[src/angle_spi_pkg.sv]
/*
 * shared constants for the angle sensor serial port: frame layout,
 * command codes, configuration register indices and timing counts.
 * assumes a 40 MHz ref_clk.
 */
package angle_spi_pkg;
    // clock and front end rate
    localparam int CLK_HZ     = 40_000_000;
    localparam int SAMPLE_HZ  = 1_000_000;
    localparam int SAMPLE_CYC = CLK_HZ / SAMPLE_HZ;
    // serial frame layout
    localparam int FRAME_BITS = 16;
    localparam int CMD_MSB    = 15;
    localparam int CMD_LSB    = 13;
    localparam int ADDR_MSB   = 12;
    localparam int ADDR_LSB   = 8;
    localparam int DATA_MSB   = 7;
    localparam logic [2:0] CMD_READ  = 3'h2;
    localparam logic [2:0] CMD_WRITE = 3'h4;
    // configuration registers
    localparam int REG_COUNT = 32;
    localparam logic [4:0] REG_ZERO_LO = 5'h00;
    localparam logic [4:0] REG_ZERO_HI = 5'h01;
    localparam logic [4:0] REG_DIR     = 5'h09;
    localparam int         DIR_BIT     = 7;
    localparam logic [4:0] REG_FILT    = 5'h0E;
    localparam logic [7:0] FILT_RESET  = 8'h04;
    localparam logic [7:0] CFG_RESET   = 8'h00;
    // non-volatile write wait
    localparam int NVM_WAIT_MS  = 20;
    localparam int NVM_WAIT_CYC = (CLK_HZ / 1000) * NVM_WAIT_MS;
    // filter fixed point
    localparam int FRAC_BITS = 16;
    // what the next frame returns
    typedef enum logic {RESP_ANGLE, RESP_REG} resp_t;
endpackage

[src/angle_frontend.sv]
/*
 * front end sampler: catches the converter's phase word and issues one
 * angle sample per microsecond.
 * assumes the phase word is asynchronous to ref_clk and slow-moving.
 */
`timescale 1ns/10ps
`default_nettype none
module angle_frontend
    import angle_spi_pkg::*;
#(
    parameter int PERIOD = SAMPLE_CYC
) (
    // clock and reset
    input  wire logic        ref_clk,
    input  wire logic        nrst,
    // converter phase word
    input  wire logic [15:0] tdcPhase,
    // sample stream
    output logic      [15:0] sampleWord,
    output logic             sampleValid
);
    logic [15:0] phaseS1_r;  // first sync stage
    logic [15:0] phaseS2_r;  // second sync stage
    logic [7:0]  divCnt_r;   // rate divider

    // two flops; a torn word only lasts one sample and the filter eats it
    always_ff @(posedge ref_clk) begin
        if (!nrst) begin
            phaseS1_r <= 16'h0000;
            phaseS2_r <= 16'h0000;
        end else begin
            phaseS1_r <= tdcPhase;
            phaseS2_r <= phaseS1_r;
        end
    end

    // one sample every PERIOD cycles
    always_ff @(posedge ref_clk) begin
        if (!nrst) begin
            divCnt_r    <= 8'h00;
            sampleValid <= 1'b0;
            sampleWord  <= 16'h0000;
        end else if (divCnt_r == 8'(PERIOD - 1)) begin
            divCnt_r    <= 8'h00;
            sampleValid <= 1'b1;
            sampleWord  <= phaseS2_r;
        end else begin
            divCnt_r    <= divCnt_r + 8'h01;
            sampleValid <= 1'b0;
        end
    end
endmodule // angle_frontend
`default_nettype wire

[src/angle_filter.sv]
/*
 * second order tracking filter (1+2ts)/(1+ts)^2 on a wrapping angle.
 * assumes one input sample per update; time constant is 2^k samples.
 */
`timescale 1ns/10ps
`default_nettype none
module angle_filter
    import angle_spi_pkg::*;
(
    // clock and reset
    input  wire logic        ref_clk,
    input  wire logic        nrst,
    // input stream and time constant exponent (1..7)
    input  wire logic [15:0] sampleWord,
    input  wire logic        sampleValid,
    input  wire logic [2:0]  tauShift,
    // smoothed angle
    output logic      [15:0] filtWord
);
    logic signed [31:0] pos_r;  // position, 16.16
    logic signed [31:0] vel_r;  // velocity term
    logic signed [15:0] err;    // wrapped error
    logic signed [31:0] errF;   // error in fixed point
    logic [2:0]         k;      // clamped exponent

    // wrapping subtraction keeps the loop correct across 0/360
    always_comb begin
        k    = (tauShift == 3'h0) ? 3'h1 : tauShift;
        err  = $signed(sampleWord - pos_r[31:16]);
        errF = {err, 16'h0000};
    end

    // the integrator term gives zero lag at constant speed
    always_ff @(posedge ref_clk) begin
        if (!nrst) begin
            pos_r <= 32'sh0;
            vel_r <= 32'sh0;
        end else if (sampleValid) begin
            pos_r <= pos_r + vel_r + (errF >>> (k - 3'h1));
            vel_r <= vel_r + (errF >>> {k, 1'b0});
        end
    end

    assign filtWord = pos_r[31:16];
endmodule // angle_filter
`default_nettype wire

[src/angle_sensor_spi_port.sv]
/*
 * serial slave port of the angle sensor: front end, smoothing filter,
 * configuration store with slow non-volatile writes, and the link
 * itself with automatic clock mode detection.
 * assumes the link pins are asynchronous and the link clock is at
 * most a quarter of ref_clk so every edge is seen after sampling.
 */
`timescale 1ns/10ps
`default_nettype none
// Behaviour
// - link works in clock mode 0 and 3
// - capture on rising, change on falling
// - mode found from clock idle level
// - 20 ms wait after write; early gives old
// - angle read, register read, register write
// - new angle word about every microsecond
// - smoothing filter (1+2ts)/(1+ts)^2
// - angle grows clockwise by default
// - direction and zero reference configurable
// - two-wire path delivers angle only
// - select falling freezes, rising releases buffer
// - 16 clocks, MSB first, zero padded
// - read request 010, address, then value
// - write request 100, address, data, echo
module angle_sensor_spi_port
    import angle_spi_pkg::*;
#(
    parameter int NVM_WAIT   = NVM_WAIT_CYC,  // cycles of write wait
    parameter int ANGLE_BITS = 16             // useful angle bits
) (
    // clock and reset
    input  wire logic        ref_clk,
    input  wire logic        nrst,
    // serial link pins
    input  wire logic        sclkPin,
    input  wire logic        selectN,
    input  wire logic        mosiPin,
    output logic             misoOut,
    output logic             misoOe,
    // converter phase word
    input  wire logic [15:0] tdcPhase,
    // frozen angle for the two-wire path
    output logic      [15:0] angleWord,
    // non-volatile write in progress
    output logic             nvmBusy
);
    // resolution mask: unused low bits read as zero
    localparam logic [15:0] RES_MASK =
        16'(~((17'h1 << (16 - ANGLE_BITS)) - 17'h1));

    logic        sclkS1_r;  // sync stage 1, read only by stage 2
    logic        sclkS2_r;  // synced link clock
    logic        sclkD_r;   // delayed for edges
    logic        selS1_r;   // sync stage 1
    logic        selS2_r;   // synced select, low active
    logic        selD_r;    // delayed for edges
    logic        mosiS1_r;  // sync stage 1
    logic        mosiS2_r;  // synced data in
    logic        sclkRise;  // capture edge
    logic        sclkFall;  // launch edge
    logic        frameStart;
    logic        frameEnd;
    logic        active;    // select asserted

    logic [4:0]  bitCnt_r;  // rising edges in frame
    logic [15:0] rxShift_r; // received word
    logic [15:0] txShift_r; // outgoing word
    logic        skipFall_r;// mode 3: first fall only launches
    resp_t       respKind_r;// what the next frame returns
    logic [4:0]  respAddr_r;// register for the next frame

    logic [7:0]  cfgMem_r [REG_COUNT]; // configuration store
    logic [22:0] nvmCnt_r;  // write wait counter
    logic [4:0]  pendAddr_r;// write target
    logic [7:0]  pendData_r;// write value

    logic [15:0] sampleWord;
    logic        sampleValid;
    logic [15:0] filtWord;
    logic [15:0] zeroRef;   // zero angle reference
    logic [15:0] relAngle;  // filtered minus zero
    logic [15:0] outAngle;  // direction applied, masked
    logic [15:0] loadWord;  // word loaded at frame start
    logic [2:0]  rxCmd;
    logic [4:0]  rxAddr;

    // one sample per microsecond from the converter
    angle_frontend u_frontend (
        .ref_clk    (ref_clk),
        .nrst       (nrst),
        .tdcPhase   (tdcPhase),
        .sampleWord (sampleWord),
        .sampleValid(sampleValid)
    );

    // smoothing with a configurable time constant
    angle_filter u_filter (
        .ref_clk    (ref_clk),
        .nrst       (nrst),
        .sampleWord (sampleWord),
        .sampleValid(sampleValid),
        .tauShift   (cfgMem_r[REG_FILT][2:0]),
        .filtWord   (filtWord)
    );

    // pin synchronisers; edges come from stage 2 and its delay
    always_ff @(posedge ref_clk) begin
        if (!nrst) begin
            sclkS1_r <= 1'b0;
            sclkS2_r <= 1'b0;
            sclkD_r  <= 1'b0;
            selS1_r  <= 1'b1;
            selS2_r  <= 1'b1;
            selD_r   <= 1'b1;
            mosiS1_r <= 1'b0;
            mosiS2_r <= 1'b0;
        end else begin
            sclkS1_r <= sclkPin;
            sclkS2_r <= sclkS1_r;
            sclkD_r  <= sclkS2_r;
            selS1_r  <= selectN;
            selS2_r  <= selS1_r;
            selD_r   <= selS2_r;
            mosiS1_r <= mosiPin;
            mosiS2_r <= mosiS1_r;
        end
    end

    // edge and frame events
    always_comb begin
        sclkRise   = sclkS2_r & ~sclkD_r;
        sclkFall   = ~sclkS2_r & sclkD_r;
        frameStart = selD_r & ~selS2_r;
        frameEnd   = ~selD_r & selS2_r;
        active     = ~selS2_r;
        rxCmd      = rxShift_r[CMD_MSB:CMD_LSB];
        rxAddr     = rxShift_r[ADDR_MSB:ADDR_LSB];
    end

    // zero reference and direction applied to the filtered angle
    always_comb begin
        zeroRef  = {cfgMem_r[REG_ZERO_HI], cfgMem_r[REG_ZERO_LO]};
        relAngle = filtWord - zeroRef;
        // direction bit clear means clockwise counts up
        if (cfgMem_r[REG_DIR][DIR_BIT]) begin
            outAngle = (16'h0000 - relAngle) & RES_MASK;
        end else begin
            outAngle = relAngle & RES_MASK;
        end
        // register answers sit in the top byte, rest zeros
        if (respKind_r == RESP_REG) begin
            loadWord = {cfgMem_r[respAddr_r], 8'h00};
        end else begin
            loadWord = angleWord;
        end
    end

    // output buffer refreshes only while select is released;
    // the two-wire path reads this word and has no register access
    always_ff @(posedge ref_clk) begin
        if (!nrst) begin
            angleWord <= 16'h0000;
        end else if (sampleValid && !active) begin
            angleWord <= outAngle;
        end
    end

    // receive side: bits taken on the rising edge in either mode;
    // no timeout anywhere, a stopped clock just holds the frame
    always_ff @(posedge ref_clk) begin
        if (!nrst) begin
            bitCnt_r  <= 5'h00;
            rxShift_r <= 16'h0000;
        end else if (frameStart) begin
            bitCnt_r  <= 5'h00;
        end else if (active && sclkRise) begin
            rxShift_r <= {rxShift_r[14:0], mosiS2_r};
            if (bitCnt_r != 5'h1F) begin
                bitCnt_r <= bitCnt_r + 5'h01;
            end
        end
    end

    // transmit side: msb is out at select fall; in mode 3 the first
    // fall is the launch of that msb, so it must not shift
    always_ff @(posedge ref_clk) begin
        if (!nrst) begin
            txShift_r  <= 16'h0000;
            misoOut    <= 1'b0;
            skipFall_r <= 1'b0;
        end else if (frameStart) begin
            txShift_r  <= loadWord;
            misoOut    <= loadWord[15];
            skipFall_r <= sclkS2_r;
        end else if (active && sclkFall) begin
            if (skipFall_r) begin
                skipFall_r <= 1'b0;
            end else begin
                txShift_r <= {txShift_r[14:0], 1'b0};
                misoOut   <= txShift_r[14];
            end
        end
    end

    // the data pin is driven only inside a frame
    always_ff @(posedge ref_clk) begin
        if (!nrst) begin
            misoOe <= 1'b0;
        end else begin
            misoOe <= active;
        end
    end

    // command decode at select rise; partial frames are angle reads
    always_ff @(posedge ref_clk) begin
        if (!nrst) begin
            respKind_r <= RESP_ANGLE;
            respAddr_r <= 5'h00;
        end else if (frameEnd) begin
            respKind_r <= RESP_ANGLE;
            if (bitCnt_r == 5'(FRAME_BITS)) begin
                unique case (rxCmd)
                    CMD_READ: begin
                        respKind_r <= RESP_REG;
                        respAddr_r <= rxAddr;
                    end
                    CMD_WRITE: begin
                        respKind_r <= RESP_REG;
                        respAddr_r <= rxAddr;
                    end
                    default: begin
                        respKind_r <= RESP_ANGLE;
                    end
                endcase
            end
        end
    end

    // slow store: value lands only after the full wait, so an early
    // readout still shows the old contents
    always_ff @(posedge ref_clk) begin
        if (!nrst) begin
            nvmBusy    <= 1'b0;
            nvmCnt_r   <= 23'h000000;
            pendAddr_r <= 5'h00;
            pendData_r <= 8'h00;
            for (int i = 0; i < REG_COUNT; i++) begin
                cfgMem_r[i] <= CFG_RESET;
            end
            cfgMem_r[REG_FILT] <= FILT_RESET;
        end else if (nvmBusy) begin
            if (nvmCnt_r == 23'h000001) begin
                nvmBusy              <= 1'b0;
                cfgMem_r[pendAddr_r] <= pendData_r;
            end
            nvmCnt_r <= nvmCnt_r - 23'h000001;
        end else if (frameEnd && bitCnt_r == 5'(FRAME_BITS)
                     && rxCmd == CMD_WRITE) begin
            // a write landing while one is pending is dropped
            nvmBusy    <= 1'b1;
            nvmCnt_r   <= 23'(NVM_WAIT);
            pendAddr_r <= rxAddr;
            pendData_r <= rxShift_r[DATA_MSB:0];
        end
    end
endmodule // angle_sensor_spi_port
`default_nettype wire

[config.mk]
export PLATFORM = sky130hd
export DESIGN_NAME = angle_sensor_spi_port
export DESIGN_NICKNAME = d
export VERILOG_FILES = /design/src/angle_spi_pkg.sv /design/src/angle_frontend.sv /design/src/angle_filter.sv /design/src/angle_sensor_spi_port.sv
export SDC_FILE = /design/constraint.sdc
export NUM_CORES = 1
export LEC_CHECK = 0
export BUFFER_PORTS_ARGS = -buffer_cell sky130_fd_sc_hd__buf_2
export CORE_MARGIN = 2
export CORE_UTILIZATION = 69
export CTS_CLUSTER_DIAMETER = 30
export DETAILED_ROUTE_END_ITERATION = 16
export PLACE_DENSITY = 0.82
export SLEW_MARGIN = 15
export SYNTH_ARGS = -nofsm -noshare
export SYNTH_HDL_FRONTEND = slang
export SYNTH_SLANG_ARGS = --single-unit
[constraint.sdc]
create_clock -name ref_clk -period 17.55 [get_ports ref_clk]
set_input_delay 0.8775 -clock ref_clk [delete_from_list [all_inputs] [get_ports ref_clk]]
set_output_delay 0.8775 -clock ref_clk [all_outputs]
set_load 0.05 [all_outputs]
---- After elaboration in Yosys (flattened, before gate mapping) ----
Memory sizes are Yosys's and may differ from the RTL's. A register that Yosys moved wholly into a read port is not among the register bits.
Cells that the tools add are included.
cells by class
  equality and inequality tests ........... 7
  add/subtract/negate cells ............... 10
  shift-type cells ........................ 2
  reduce and logical (&&, ||, !) cells .... 17
  multiplexer cells ....................... 30
  bitwise gates (word level) .............. 12
operators with widths
  operator                                               number
  adder 32 bit                                           3
  2-to-1 mux 23 bit                                      2
  2-to-1 mux 15 bit                                      3
  2-to-1 mux 16 bit                                      2
  >>> shifter 32 x 3 -> 32 bit                           1
  >>> shifter 32 x 4 -> 32 bit                           1
  subtractor 16 bit                                      2
  equality test 23 x 1 -> 1 bit (second input constant)  1
  subtractor 23 x 1 -> 23 bit (second input constant)    1
  2-to-1 mux 1 bit                                       17
  2-to-1 mux 8 bit                                       2
  subtractor 1 x 16 -> 16 bit (first input constant)     1
  2-to-1 mux 5 bit                                       3
  adder 8 x 1 -> 8 bit (second input constant)           1
  equality test 8 x 6 -> 1 bit (second input constant)   1
  AND reduction 2 bit                                    4
  OR reduction 8 bit                                     1
  inverter 1 bit                                         7
  OR reduction 2 bit                                     3
  adder 5 x 1 -> 5 bit (second input constant)           1
  equality test 5 bit (second input constant)            1
  logical AND 1 bit                                      5
  inequality test 5 bit (second input constant)          1
  AND 1 bit                                              4
  other kinds (9)                                        10
storage, ports and cells
  register bits after elaboration ......... 227
  RAM bits ................................ 256
  word-level logic and storage cells ...... 107
  output and inout port bits .............. 19
  bits of input ports ..................... 21
  memories kept ........................... 1
memories
  memory    depth  bits a word  rd ports  clocked after memory_dff  wr ports  RTL line                     source
  cfgMem_r  32     8            5         1                         32        angle_sensor_spi_port.sv:72  logic [7:0] cfgMem_r [REG_COUNT];

---- Longest topological paths before layout ----
Gate-level depths: netlist of run 1.
  depth after elaboration ................. 7
  depth in mapped cells ................... 24
  gate-level depth less buffers ........... 24

---- By module ----
Synthesis of run 1 repeated with hierarchy kept, for this count alone.
unflattened totals
  cells, all modules ...................... 2645
  area total of the unflattened synthesis .. 27420.0 um^2
by module, submodules not included
  module                 times used  area each (um^2)  cells an instance  seq. area each (um^2)
  angle_sensor_spi_port  1           17463.0           1421               9909.5
  angle_filter           1           8082.8            1047               1201.2
  angle_frontend         1           1874.3            177                1141.1

---- Worst setup path after synthesis of run 1 ----
OpenSTA, ideal clock, no wires.
  path type ............................... register to register
  start point ............................. mem cfgMem_r[14][0]
  end point ............................... reg u_filter.pos_r[28]
  data required time ...................... 17.428 ns
  stages on the path, launching flop included .. 23
  path slack .............................. 11.757 ns
  arrival ................................. 5.672 ns
  setup time .............................. 0.122 ns
  clock period less this slack ............ 5.793 ns
  path buffers ............................ 4
  path through ............................ edfxtp_1 > clkbuf_1 > inv_1 > o21ai_1 > inv_1 > clkbuf_1 > buf_1 > ha_1 > xor2_1 > clkbuf_1 > a21oi_1 > fa_1 > inv_1 > ha_1 > a21o_1 > a21o_1 > a211o_1 > a21o_1 > a2111oi_0 > o311a_1 > o21bai_1 > a31o_2 > a221o_1
RTL lines
  item                  RTL line                     source
  start, declared       angle_sensor_spi_port.sv:72
  end signal, assigned  angle_filter.sv:39           pos_r <= pos_r + vel_r + (errF >>> (k - 3'h1));
  end, declared         angle_filter.sv:20           logic signed [31:0] pos_r;

==> run summary, run 1 <==
=================================================================================================================
Largest driver fanout on the critical path                                                                     35
Element type at the critical path start                                                                 flip-flop
Path category of the worst min-delay check                                                             reg -> reg
Fin Clk Skew                                                                                            0.0256 ns
Cell variety after synth                                                                                       80
Setup Buffers After CTS                                                                                         0
Transition time at the pin with the least slew margin                                                     1.15 ns
Cells resized by post-CTS repair                                                                                0
Leakage component of the power                                                                            12.0 nW
Longest Clk Path Bufs                                                                                           3
Worst hold path endpoint                                                                             selS2_r$_SDFF_PN1_
Simple-gate share of the synthesized area                                                                   18.0%
Effective utilization at floorplan                                                                          70.1%
Arithmetic-cell share of the synthesized area counting full adders, half adders and majority gates          6.76%
Half-perimeter wire length of the detailed placement result                                               47.5 mm
CTS clk-pin slew, worst paths                                                                             0.05 ns
Area taken by flip-flops and latches                                                                    12300 µm²
Flops & latches, synth                                                                                        484
Gate count after technology mapping                                                                          2554
Compound-cell area share of the yosys netlist                                                               12.3%
Die Outline Area                                                                                        40000 µm²
Number of global-route vias before repair                                                                   20.6k
Number of levels in the clock H-tree                                                                            3
Peak supply drop                                                                                         0.111 mV
Final-report setup violation count                                                                              0
Library cell with the highest instance count after synthesis                                         sky130_fd_sc_hd__and2_1
DR vias                                                                                                     20.9k
Min Clock Period, post-route                                                                              6.79 ns
Path type of the worst setup path                                                                      reg -> reg
Required time of the worst setup path                                                                    18.05 ns
Power per cell area                                                                                    105 nW/µm²
Number of clock buffers inserted by TritonCTS                                                                  94
Run status                                                                                           finished, final reports clean
Count of fill cells added during filler insertion                                                            2162
Core occupancy in the finished layout                                                                       80.7%
Share of layout cells above drive strength 1                                                                13.4%
Worst slew slack as a fraction of its limit                                                                 23.4%
Post-Place Setup Slack                                                                                   10.95 ns
Nets in the synthesized netlist                                                                              2703
Cell area after synthesis                                                                               26500 µm²
Number of design-rule violations left by the first detailed-router iteration                                 2224
Area growth from synthesis to layout                                                                        15.0%
Xor and xnor area share after synthesis                                                                     3.01%
Worst flop-to-flop path startpoint                                                                   cfgMem_r[14][0]$_SDFFCE_PN0P_
Final sum of negative setup slack                                                                            0 ns
Initial antenna violation count                                                                                 2
Number of remaining DRC errors                                                                                  0
Multiplexer area fraction after synthesis                                                                   10.2%
Count of endpoints failing hold in the final timing report                                                      0
Worst Hold Depth                                                                                                1
Clock tree from TritonCTS                                                                                     yes
Fraction of the cycle the final worst path needs                                                            38.7%
Detailed Route WL                                                                                         74.6 mm
Mean Syn Cell Area                                                                                       10.4 µm²
Die Width                                                                                                  200 µm
Number of placement rows                                                                                       71
Global-route wire length before repair                                                                     115 mm
Pre-antenna DRT Iters                                                                                           7
Cts hold-fix bufs                                                                                               0
Smallest setup slack after layout                                                                        10.76 ns
Clock root buffer                                                                                    sky130_fd_sc_hd__clkbuf_16
CTS sink cnt                                                                                                  484
Hold path startpoint                                                                                 selS1_r$_SDFF_PN1_
DRT antenna net count                                                                                           0
I/O Pins                                                                                                       40
Crit end category                                                                                       flip-flop
Die Height                                                                                                 200 µm
Data arrival time of the worst path                                                                       7.29 ns
Number of enable flip-flop cells after synthesis                                                              256
Placed cell areas                                                                                       27100 µm²
Combined area of the multi-input logic cells                                                            13300 µm²
Number of pins with negative max-slew slack in the final report                                                 0
Post-route cell area                                                                                    30500 µm²
Main area contributors after synthesis                                                               sky130_fd_sc_hd__edfxtp_1 29%, sky130_fd_sc_hd__dfxtp_1 17%, sky130_fd_sc_hd__and2_1 7.2%, sky130_fd_sc_hd__mux4_2 7.0%, sky130_fd_sc_hd__ha_1 4.9%
Synth Warn #                                                                                                    0
R2r worst-path depth                                                                                           20
RSZ-0062 raised after global routing                                                                        false
Core outline area                                                                                       37800 µm²
Post-synth top flop                                                                                  sky130_fd_sc_hd__edfxtp_1
Detailed-route wire length per cell                                                                       23.4 µm
Dominant combinational cell family by area after synthesis                                           simple AND/OR/NAND/NOR gates
Cell total after placement                                                                                   3006
Top cell types by occurrence after synthesis                                                         303 x sky130_fd_sc_hd__and2_1, 256 x sky130_fd_sc_hd__edfxtp_1, 247 x sky130_fd_sc_hd__nor2_1
Placer congestion estimate                                                                                  0.948
Buffers on Ports                                                                                               39
Max capacitance violation total                                                                                 0
Later-pin clock latency in the skew report                                                                0.64 ns
Final std cells w/o fill                                                                                     3183
Total Routing Usage GR                                                                                      38.1%
Overall overflow remaining after global route                                                                   0
Reg-to-reg endpoint                                                                                  u_filter.pos_r[28]$_SDFFE_PN0P_
FF-to-FF setup slack                                                                                     10.76 ns
Proportion of synthesized chip area in sequential cells                                                     46.3%
Share of flip-flops with an asynchronous set or reset after synthesis                                          0%
Pin count of the biggest net entering global routing                                                           84
Top-area cell type share of the netlist area                                                                29.0%
Synth area leader                                                                                    sky130_fd_sc_hd__edfxtp_1
Via-to-Cell Ratio                                                                                            6.56
Nets                                                                                                         2741
Highest clock frequency the design can meet                                                               147 MHz
=================================================================================================================
registers in the layout, indices dropped and copies added (netlist names), 15 cells and up, named ones only:
register / count
u_frontend.phaseS2_r: 16
u_filter.vel_r: 30
nvmCnt_r: 23
u_frontend.sampleWord: 16
txShift_r: 15
u_filter.pos_r: 30
u_frontend.phaseS1_r: 16
cfgMem_r: 256
rxShift_r: 16
angleWord: 16
per-stage QoR:
step / total power [mW] / hold slack (ns)
4_1_cts: 3.21 / 0.417
3_3_place_gp: 1.34 / 0.396
5_1_grt: 3.28 / 0.435
6_report: 3.21 / 0.416
3_5_place_dp: 1.34 / 0.397
2_1_floorplan: 1.31 / 0.386
worst max path at each step:
stage / startpoint / endpoint / slack, ns
finish: cfgMem_r[14][0]$_SDFFCE_PN0P_ / u_filter.pos_r[28]$_SDFFE_PN0P_ / 10.76
global placement: cfgMem_r[14][0]$_SDFFCE_PN0P_ / u_filter.pos_r[28]$_SDFFE_PN0P_ / 11.08
global route: cfgMem_r[14][0]$_SDFFCE_PN0P_ / u_filter.pos_r[28]$_SDFFE_PN0P_ / 10.35
CTS: cfgMem_r[14][0]$_SDFFCE_PN0P_ / u_filter.pos_r[28]$_SDFFE_PN0P_ / 10.90
detailed placement: cfgMem_r[14][0]$_SDFFCE_PN0P_ / u_filter.pos_r[28]$_SDFFE_PN0P_ / 10.95
floorplan: cfgMem_r[14][0]$_SDFFCE_PN0P_ / u_filter.pos_r[28]$_SDFFE_PN0P_ / 11.76
layer usage:
layer,GRT usage [%],wire (µm),up-vias,part of all wire (%)
met5,0,0,-,0
met4,16.0,2990,0,4.0
met3,11.5,8780,267,12
met2,59.8,34300,1279,46
met1,49.7,28500,10100,38
li1,-,-,9273,-
worst max-delay path, stage by stage (launching register included):
cell                        delay [ns]
sky130_fd_sc_hd__edfxtp_1         0.57
sky130_fd_sc_hd__inv_1            0.20
sky130_fd_sc_hd__o21ai_2          0.09
sky130_fd_sc_hd__buf_4            0.35
sky130_fd_sc_hd__inv_1            0.40
sky130_fd_sc_hd__ha_1             0.85
sky130_fd_sc_hd__inv_1            0.39
sky130_fd_sc_hd__a31oi_1          0.33
sky130_fd_sc_hd__a21oi_1          0.14
sky130_fd_sc_hd__fa_1             0.49
sky130_fd_sc_hd__inv_1            0.04
sky130_fd_sc_hd__ha_1             0.32
sky130_fd_sc_hd__a21o_1           0.19
sky130_fd_sc_hd__a21o_1           0.17
sky130_fd_sc_hd__a211o_1          0.32
sky130_fd_sc_hd__a21o_1           0.20
sky130_fd_sc_hd__a2111oi_0        0.58
sky130_fd_sc_hd__o311a_1          0.28
sky130_fd_sc_hd__o21bai_1         0.13
sky130_fd_sc_hd__a31o_2           0.28
sky130_fd_sc_hd__a221o_1          0.32
where the power goes:
part | internal [mW] | switching (mW) | total (mW)
combinational | 0.0336 | 0.0637 | 0.0973
clock | 1.26 | 0.621 | 1.89
sequential | 1.22 | 0.0123 | 1.23
total | 2.52 | 0.697 | 3.21
layout make-up:
| class | instances | share of cell area, % |
|---|---|---|
| tap | 511 | 2.10 |
| clock inverter | 66 | 2.72 |
| sequential | 484 | 40.3 |
| multi-input combinational | 1824 | 43.7 |
| antenna | 1 | 0.00821 |
| clock buffer | 109 | 8.28 |
| inverter | 114 | 1.41 |
| timing repair buffer | 74 | 1.51 |
cell families (layout without fill, tap and decap cells):
kind of cell | Yosys count | in the layout
adder cells (fa/ha/maj) | 128 | 128
flip-flops | 484 | 484
buffers and inverters | 246 | 363
AND/OR/NAND/NOR | 931 | 931
AO/OA/AOI/OAI | 507 | 507
XOR/XNOR | 91 | 91
other | 1 | 2
multiplexers | 166 | 166
layout by cell type (no fill, tap or decap), types with 16 or more instances in the layout:
cell type                   synthesis  routed
sky130_fd_sc_hd__fa_1              25      25
sky130_fd_sc_hd__dfxtp_1          228     220
sky130_fd_sc_hd__nor3_1            36      36
sky130_fd_sc_hd__inv_1            113     112
sky130_fd_sc_hd__o211ai_1          16      16
sky130_fd_sc_hd__o21ai_0           99      85
sky130_fd_sc_hd__a21o_1            29      29
sky130_fd_sc_hd__xor2_1            30      30
sky130_fd_sc_hd__nand2_1          164     164
sky130_fd_sc_hd__o21a_1            27      27
sky130_fd_sc_hd__ha_1             103     103
sky130_fd_sc_hd__nand2b_1          17      17
sky130_fd_sc_hd__buf_4              0      36
sky130_fd_sc_hd__mux4_2            82      82
sky130_fd_sc_hd__xnor2_1           61      61
sky130_fd_sc_hd__and2_1           303     303
sky130_fd_sc_hd__mux2i_1           78      78
sky130_fd_sc_hd__nor2b_1           20      20
sky130_fd_sc_hd__a211oi_1          60      60
sky130_fd_sc_hd__nand3_1           49      49
sky130_fd_sc_hd__bufinv_16          0      16
sky130_fd_sc_hd__nor2_1           247     245
sky130_fd_sc_hd__or3_1             17      17
sky130_fd_sc_hd__buf_2              1      38
sky130_fd_sc_hd__clkbuf_16          0      97
sky130_fd_sc_hd__edfxtp_1         256     256
sky130_fd_sc_hd__clkinv_2           0      19
sky130_fd_sc_hd__a21oi_1          165     165
Note: power is estimated with default switching activity, not from simulation.
==> run 2: changes to the inputs <==
--- a/config.mk
+++ b/config.mk
@@ -5,12 +5,13 @@
 export SDC_FILE = /design/constraint.sdc
 export NUM_CORES = 1
 export LEC_CHECK = 0
+export ABC_AREA = 1
 export BUFFER_PORTS_ARGS = -buffer_cell sky130_fd_sc_hd__buf_2
 export CORE_MARGIN = 2
-export CORE_UTILIZATION = 69
+export CORE_UTILIZATION = 58
 export CTS_CLUSTER_DIAMETER = 30
 export DETAILED_ROUTE_END_ITERATION = 16
-export PLACE_DENSITY = 0.82
+export PLACE_DENSITY = 0.73
 export SLEW_MARGIN = 15
 export SYNTH_ARGS = -nofsm -noshare
 export SYNTH_HDL_FRONTEND = slang
==> constraint.sdc (replaced) <==
create_clock -name ref_clk -period 5.6 [get_ports ref_clk]
set_input_delay 0.28 -clock ref_clk [delete_from_list [all_inputs] [get_ports ref_clk]]
set_output_delay 0.28 -clock ref_clk [all_outputs]
set_load 0.05 [all_outputs]
==> run summary, run 2 <==
===========================================================================================
Longest Clk Path Bufs                                                                     3
Run status                                                                     finished, final reports clean
Gate count after technology mapping                                                    3515
Cell variety after synth                                                                 50
Most used cells in the layout excluding fill and tap cells                     636 x sky130_fd_sc_hd__nor2_1, 594 x sky130_fd_sc_hd__nand2_1, 418 x sky130_fd_sc_hd__inv_1
Nets                                                                                   3691
Post-synth top flop                                                            sky130_fd_sc_hd__edfxtp_1
Ordered cell list for the critical path                                        inv_1, a21oi_1, buf_4, ha_1, inv_1, o21ai_0, o21ai_0, fa_1, inv_1, ha_1, nand2_1, nor2_1, nand2_1, o21ai_0, nand2_1, o211ai_1, inv_1, nand2_1, nand3_1, nand2_1, inv_1
Register containing the most flip-flops in the final layout                        cfgMem_r
Initial antenna violation count                                                           0
Main area contributors after synthesis                                         sky130_fd_sc_hd__edfxtp_1 28%, sky130_fd_sc_hd__dfxtp_1 17%, sky130_fd_sc_hd__nor2_1 8.8%, sky130_fd_sc_hd__nand2_1 8.2%, sky130_fd_sc_hd__o21ai_0 6.0%
Cell total after placement                                                             4028
Flops & latches, synth                                                                  484
CTS clk-pin slew, worst paths                                                       0.05 ns
Global-route wire length before repair                                               124 mm
RSZ-0062 raised after global routing                                                  false
Number of levels in the clock H-tree                                                      3
Area growth from synthesis to layout                                                  15.6%
Pre-antenna DRT Iters                                                                     8
Number of remaining DRC errors                                                            0
Fin Clk Skew                                                                      0.0339 ns
Final-report setup violation count                                                        0
Proportion of synthesized chip area in sequential cells                               45.1%
Final std cells w/o fill                                                               4235
Number of clock buffers inserted by TritonCTS                                           100
Cell area after synthesis                                                         27100 µm²
Required time of the worst setup path                                               6.13 ns
Crit end category                                                                 flip-flop
DR vias                                                                               24.6k
Die Width                                                                            220 µm
Overall power                                                                       10.4 mW
Flip-flop count of the largest register after layout                                    256
Top-area cell type share of the netlist area                                          28.3%
Path type of the worst setup path                                                reg -> reg
Slowest Stage Delay on Critical Path                                                0.70 ns
Transition time at the pin with the least slew margin                               1.07 ns
Top cell types by occurrence after synthesis                                   636 x sky130_fd_sc_hd__nor2_1, 594 x sky130_fd_sc_hd__nand2_1, 428 x sky130_fd_sc_hd__inv_1
Half-perimeter wire length of the detailed placement result                         53.7 mm
Max capacitance violation total                                                           0
Path category of the worst min-delay check                                        in -> reg
Detailed-route wire length per cell                                                 18.6 µm
Fraction of the cycle the final worst path needs                                      90.7%
Synth area leader                                                              sky130_fd_sc_hd__edfxtp_1
Buffers on Ports                                                                         39
Synth Warn #                                                                              0
Leakage component of the power                                                      13.9 nW
Biggest regs                                                                   cfgMem_r (256), u_filter.pos_r (30), u_filter.vel_r (30)
Diodes inserted                                                                           0
Die Height                                                                           220 µm
Cells resized by post-CTS repair                                                          0
Share of flip-flops with an asynchronous set or reset after synthesis                    0%
Worst flop-to-flop path startpoint                                             cfgMem_r[14][1]$_SDFFCE_PN0P_
Kind of cell with the highest combined delay on the critical path              compound AO/OA/AOI/OAI gates
Number of enable flip-flop cells after synthesis                                        256
Number of pins with negative max-slew slack in the final report                           0
Buffers and inverters on the worst path                                                   6
Count of endpoints failing hold in the final timing report                                0
Final sum of negative setup slack                                                      0 ns
Largest driver fanout on the critical path                                               19
Number of placement rows                                                                 79
Library cell with the highest instance count after synthesis                   sky130_fd_sc_hd__nor2_1
CTS sink cnt                                                                            484
Hold path startpoint                                                                   nrst
Slowest stage cell, crit path                                                  sky130_fd_sc_hd__edfxtp_1
Die Outline Area                                                                  48500 µm²
Peak supply drop                                                                   0.402 mV
Mean Syn Cell Area                                                                 7.72 µm²
Pin count of the biggest net entering global routing                                    111
Clock tree from TritonCTS                                                               yes
Effective utilization at floorplan                                                    58.6%
DRT antenna net count                                                                     0
Number of design-rule violations left by the first detailed-router iteration           2654
Overall overflow remaining after global route                                             0
Number of global-route vias before repair                                             23.8k
Commonest non-fill, non-tap cell in the layout                                 sky130_fd_sc_hd__nor2_1
Worst slew slack as a fraction of its limit                                           28.6%
Highest clock frequency the design can meet                                         197 MHz
Power per cell area                                                              330 nW/µm²
Setup Buffers After CTS                                                                   0
Count of fill cells added during filler insertion                                      3753
I/O Pins                                                                                 40
Data arrival time of the worst path                                                 5.61 ns
Min Clock Period, post-route                                                        5.08 ns
Share of layout cells above drive strength 1                                          8.35%
First element of the critical path                                             cfgMem_r[14][1]$_SDFFCE_PN0P_
Nets in the synthesized netlist                                                        3664
Via-to-Cell Ratio                                                                      5.81
Detailed Route WL                                                                   79.0 mm
Later-pin clock latency in the skew report                                          0.65 ns
Total Routing Usage GR                                                                32.6%
Placer congestion estimate                                                            0.987
Core outline area                                                                 46400 µm²
Element type at the critical path start                                           flip-flop
Clock root buffer                                                              sky130_fd_sc_hd__clkbuf_16
===========================================================================================
[run 2: cell types whose count changed in the layout (fill, tap and decap cells not counted), sizes merged, moves of 54 or more]
| cell | previous run | this run |
|---|---|---|
| nand2 | 164 | 613 |
| nor2 | 247 | 638 |
| inv | 115 | 436 |
| and2 | 303 | 4 |
| o21ai | 101 | 325 |
| nand3 | 49 | 220 |
| mux4 | 82 | 0 |
| mux2i | 78 | 0 |
| a211oi | 61 | 7 |
| a21oi | 165 | 219 |
[run 2: worst paths after layout]
path | end | slack [ns] | depth (start not counted)
worst max-delay path | u_filter.pos_r[31]$_SDFFE_PN0P_ | 0.52 | 21
worst min-delay path | rxShift_r[10]$_SDFFE_PN0P_ | 0.30 | 3
worst max register to register | u_filter.pos_r[31]$_SDFFE_PN0P_ | 0.52 | 21
worst min register to register | sclkS2_r$_SDFF_PN0_ | 0.42 | 2
[run 2: kinds of logic after synthesis]
family	after synthesis	synth area share, %
simple gates	1567	24.0
xor+xnor	59	1.90
buf+inv	587	8.15
other cells	1	0.0138
compound gates	689	14.3
fa+ha+maj	128	6.59
flops	484	45.1
[run 2: worst register-to-register path, stage by stage (launching register included)]
cell                       delay [ns]
sky130_fd_sc_hd__edfxtp_1        0.70
sky130_fd_sc_hd__inv_1           0.12
sky130_fd_sc_hd__a21oi_1         0.16
sky130_fd_sc_hd__buf_4           0.22
sky130_fd_sc_hd__ha_1            0.47
sky130_fd_sc_hd__inv_1           0.36
sky130_fd_sc_hd__o21ai_0         0.37
sky130_fd_sc_hd__o21ai_0         0.17
sky130_fd_sc_hd__fa_1            0.53
sky130_fd_sc_hd__inv_1           0.04
sky130_fd_sc_hd__ha_1            0.34
sky130_fd_sc_hd__nand2_1         0.11
sky130_fd_sc_hd__nor2_1          0.22
sky130_fd_sc_hd__nand2_1         0.08
sky130_fd_sc_hd__o21ai_0         0.48
sky130_fd_sc_hd__nand2_1         0.11
sky130_fd_sc_hd__o211ai_1        0.16
sky130_fd_sc_hd__inv_1           0.07
sky130_fd_sc_hd__nand2_1         0.07
sky130_fd_sc_hd__nand3_1         0.07
sky130_fd_sc_hd__nand2_1         0.09
sky130_fd_sc_hd__inv_1           0.04
[run 2: repair_timing]
action                     4_1_cts  5_1_grt
hold endpoints to repair        19        0
hold buffers                    19        0
setup endpoints to repair        0        0
[run 2: per-layer routing]
| layer | routed length [µm] | vias to the layer above | GRT usage, % |
|---|---|---|---|
| li1 | - | 11700 | - |
| met1 | 32000 | 11500 | 41.1 |
| met2 | 36900 | 1129 | 53.9 |
| met3 | 5950 | 230 | 5.36 |
| met4 | 4130 | 0 | 17.6 |
| met5 | 0 | - | 0 |
[run 2: cell type report]
cell class / count / area [µm²] / share of cell area (%)
well taps: 607 / 759 / 2.42
clock buffers: 115 / 2650 / 8.45
flip-flops and latches: 484 / 12300 / 39.1
repair buffers: 82 / 581 / 1.85
clock inverters: 73 / 826 / 2.63
multi-input cells: 2444 / 12700 / 40.4
inverters: 430 / 1620 / 5.15
[run 2: power by group]
part / internal [mW] / switching (mW) / leakage (nW) / total, mW
logic: 0.139 / 0.315 / 7.85 / 0.454
clock network: 3.94 / 2.07 / 1.68 / 6.01
registers: 3.84 / 0.0405 / 4.32 / 3.88
total: 7.92 / 2.43 / 13.9 / 10.4
[run 2: per-stage QoR]
step,util [%],area (µm²),hold WS (ns),setup slack (ns)
after floorplan,-,27100,0.378,1.28
after global placement,59.8,27700,0.404,0.772
after detailed placement,59.8,27700,0.400,0.787
after CTS,67.7,31400,0.263,0.747
after global routing,67.7,31400,0.299,0.150
final,67.7,31400,0.297,0.520
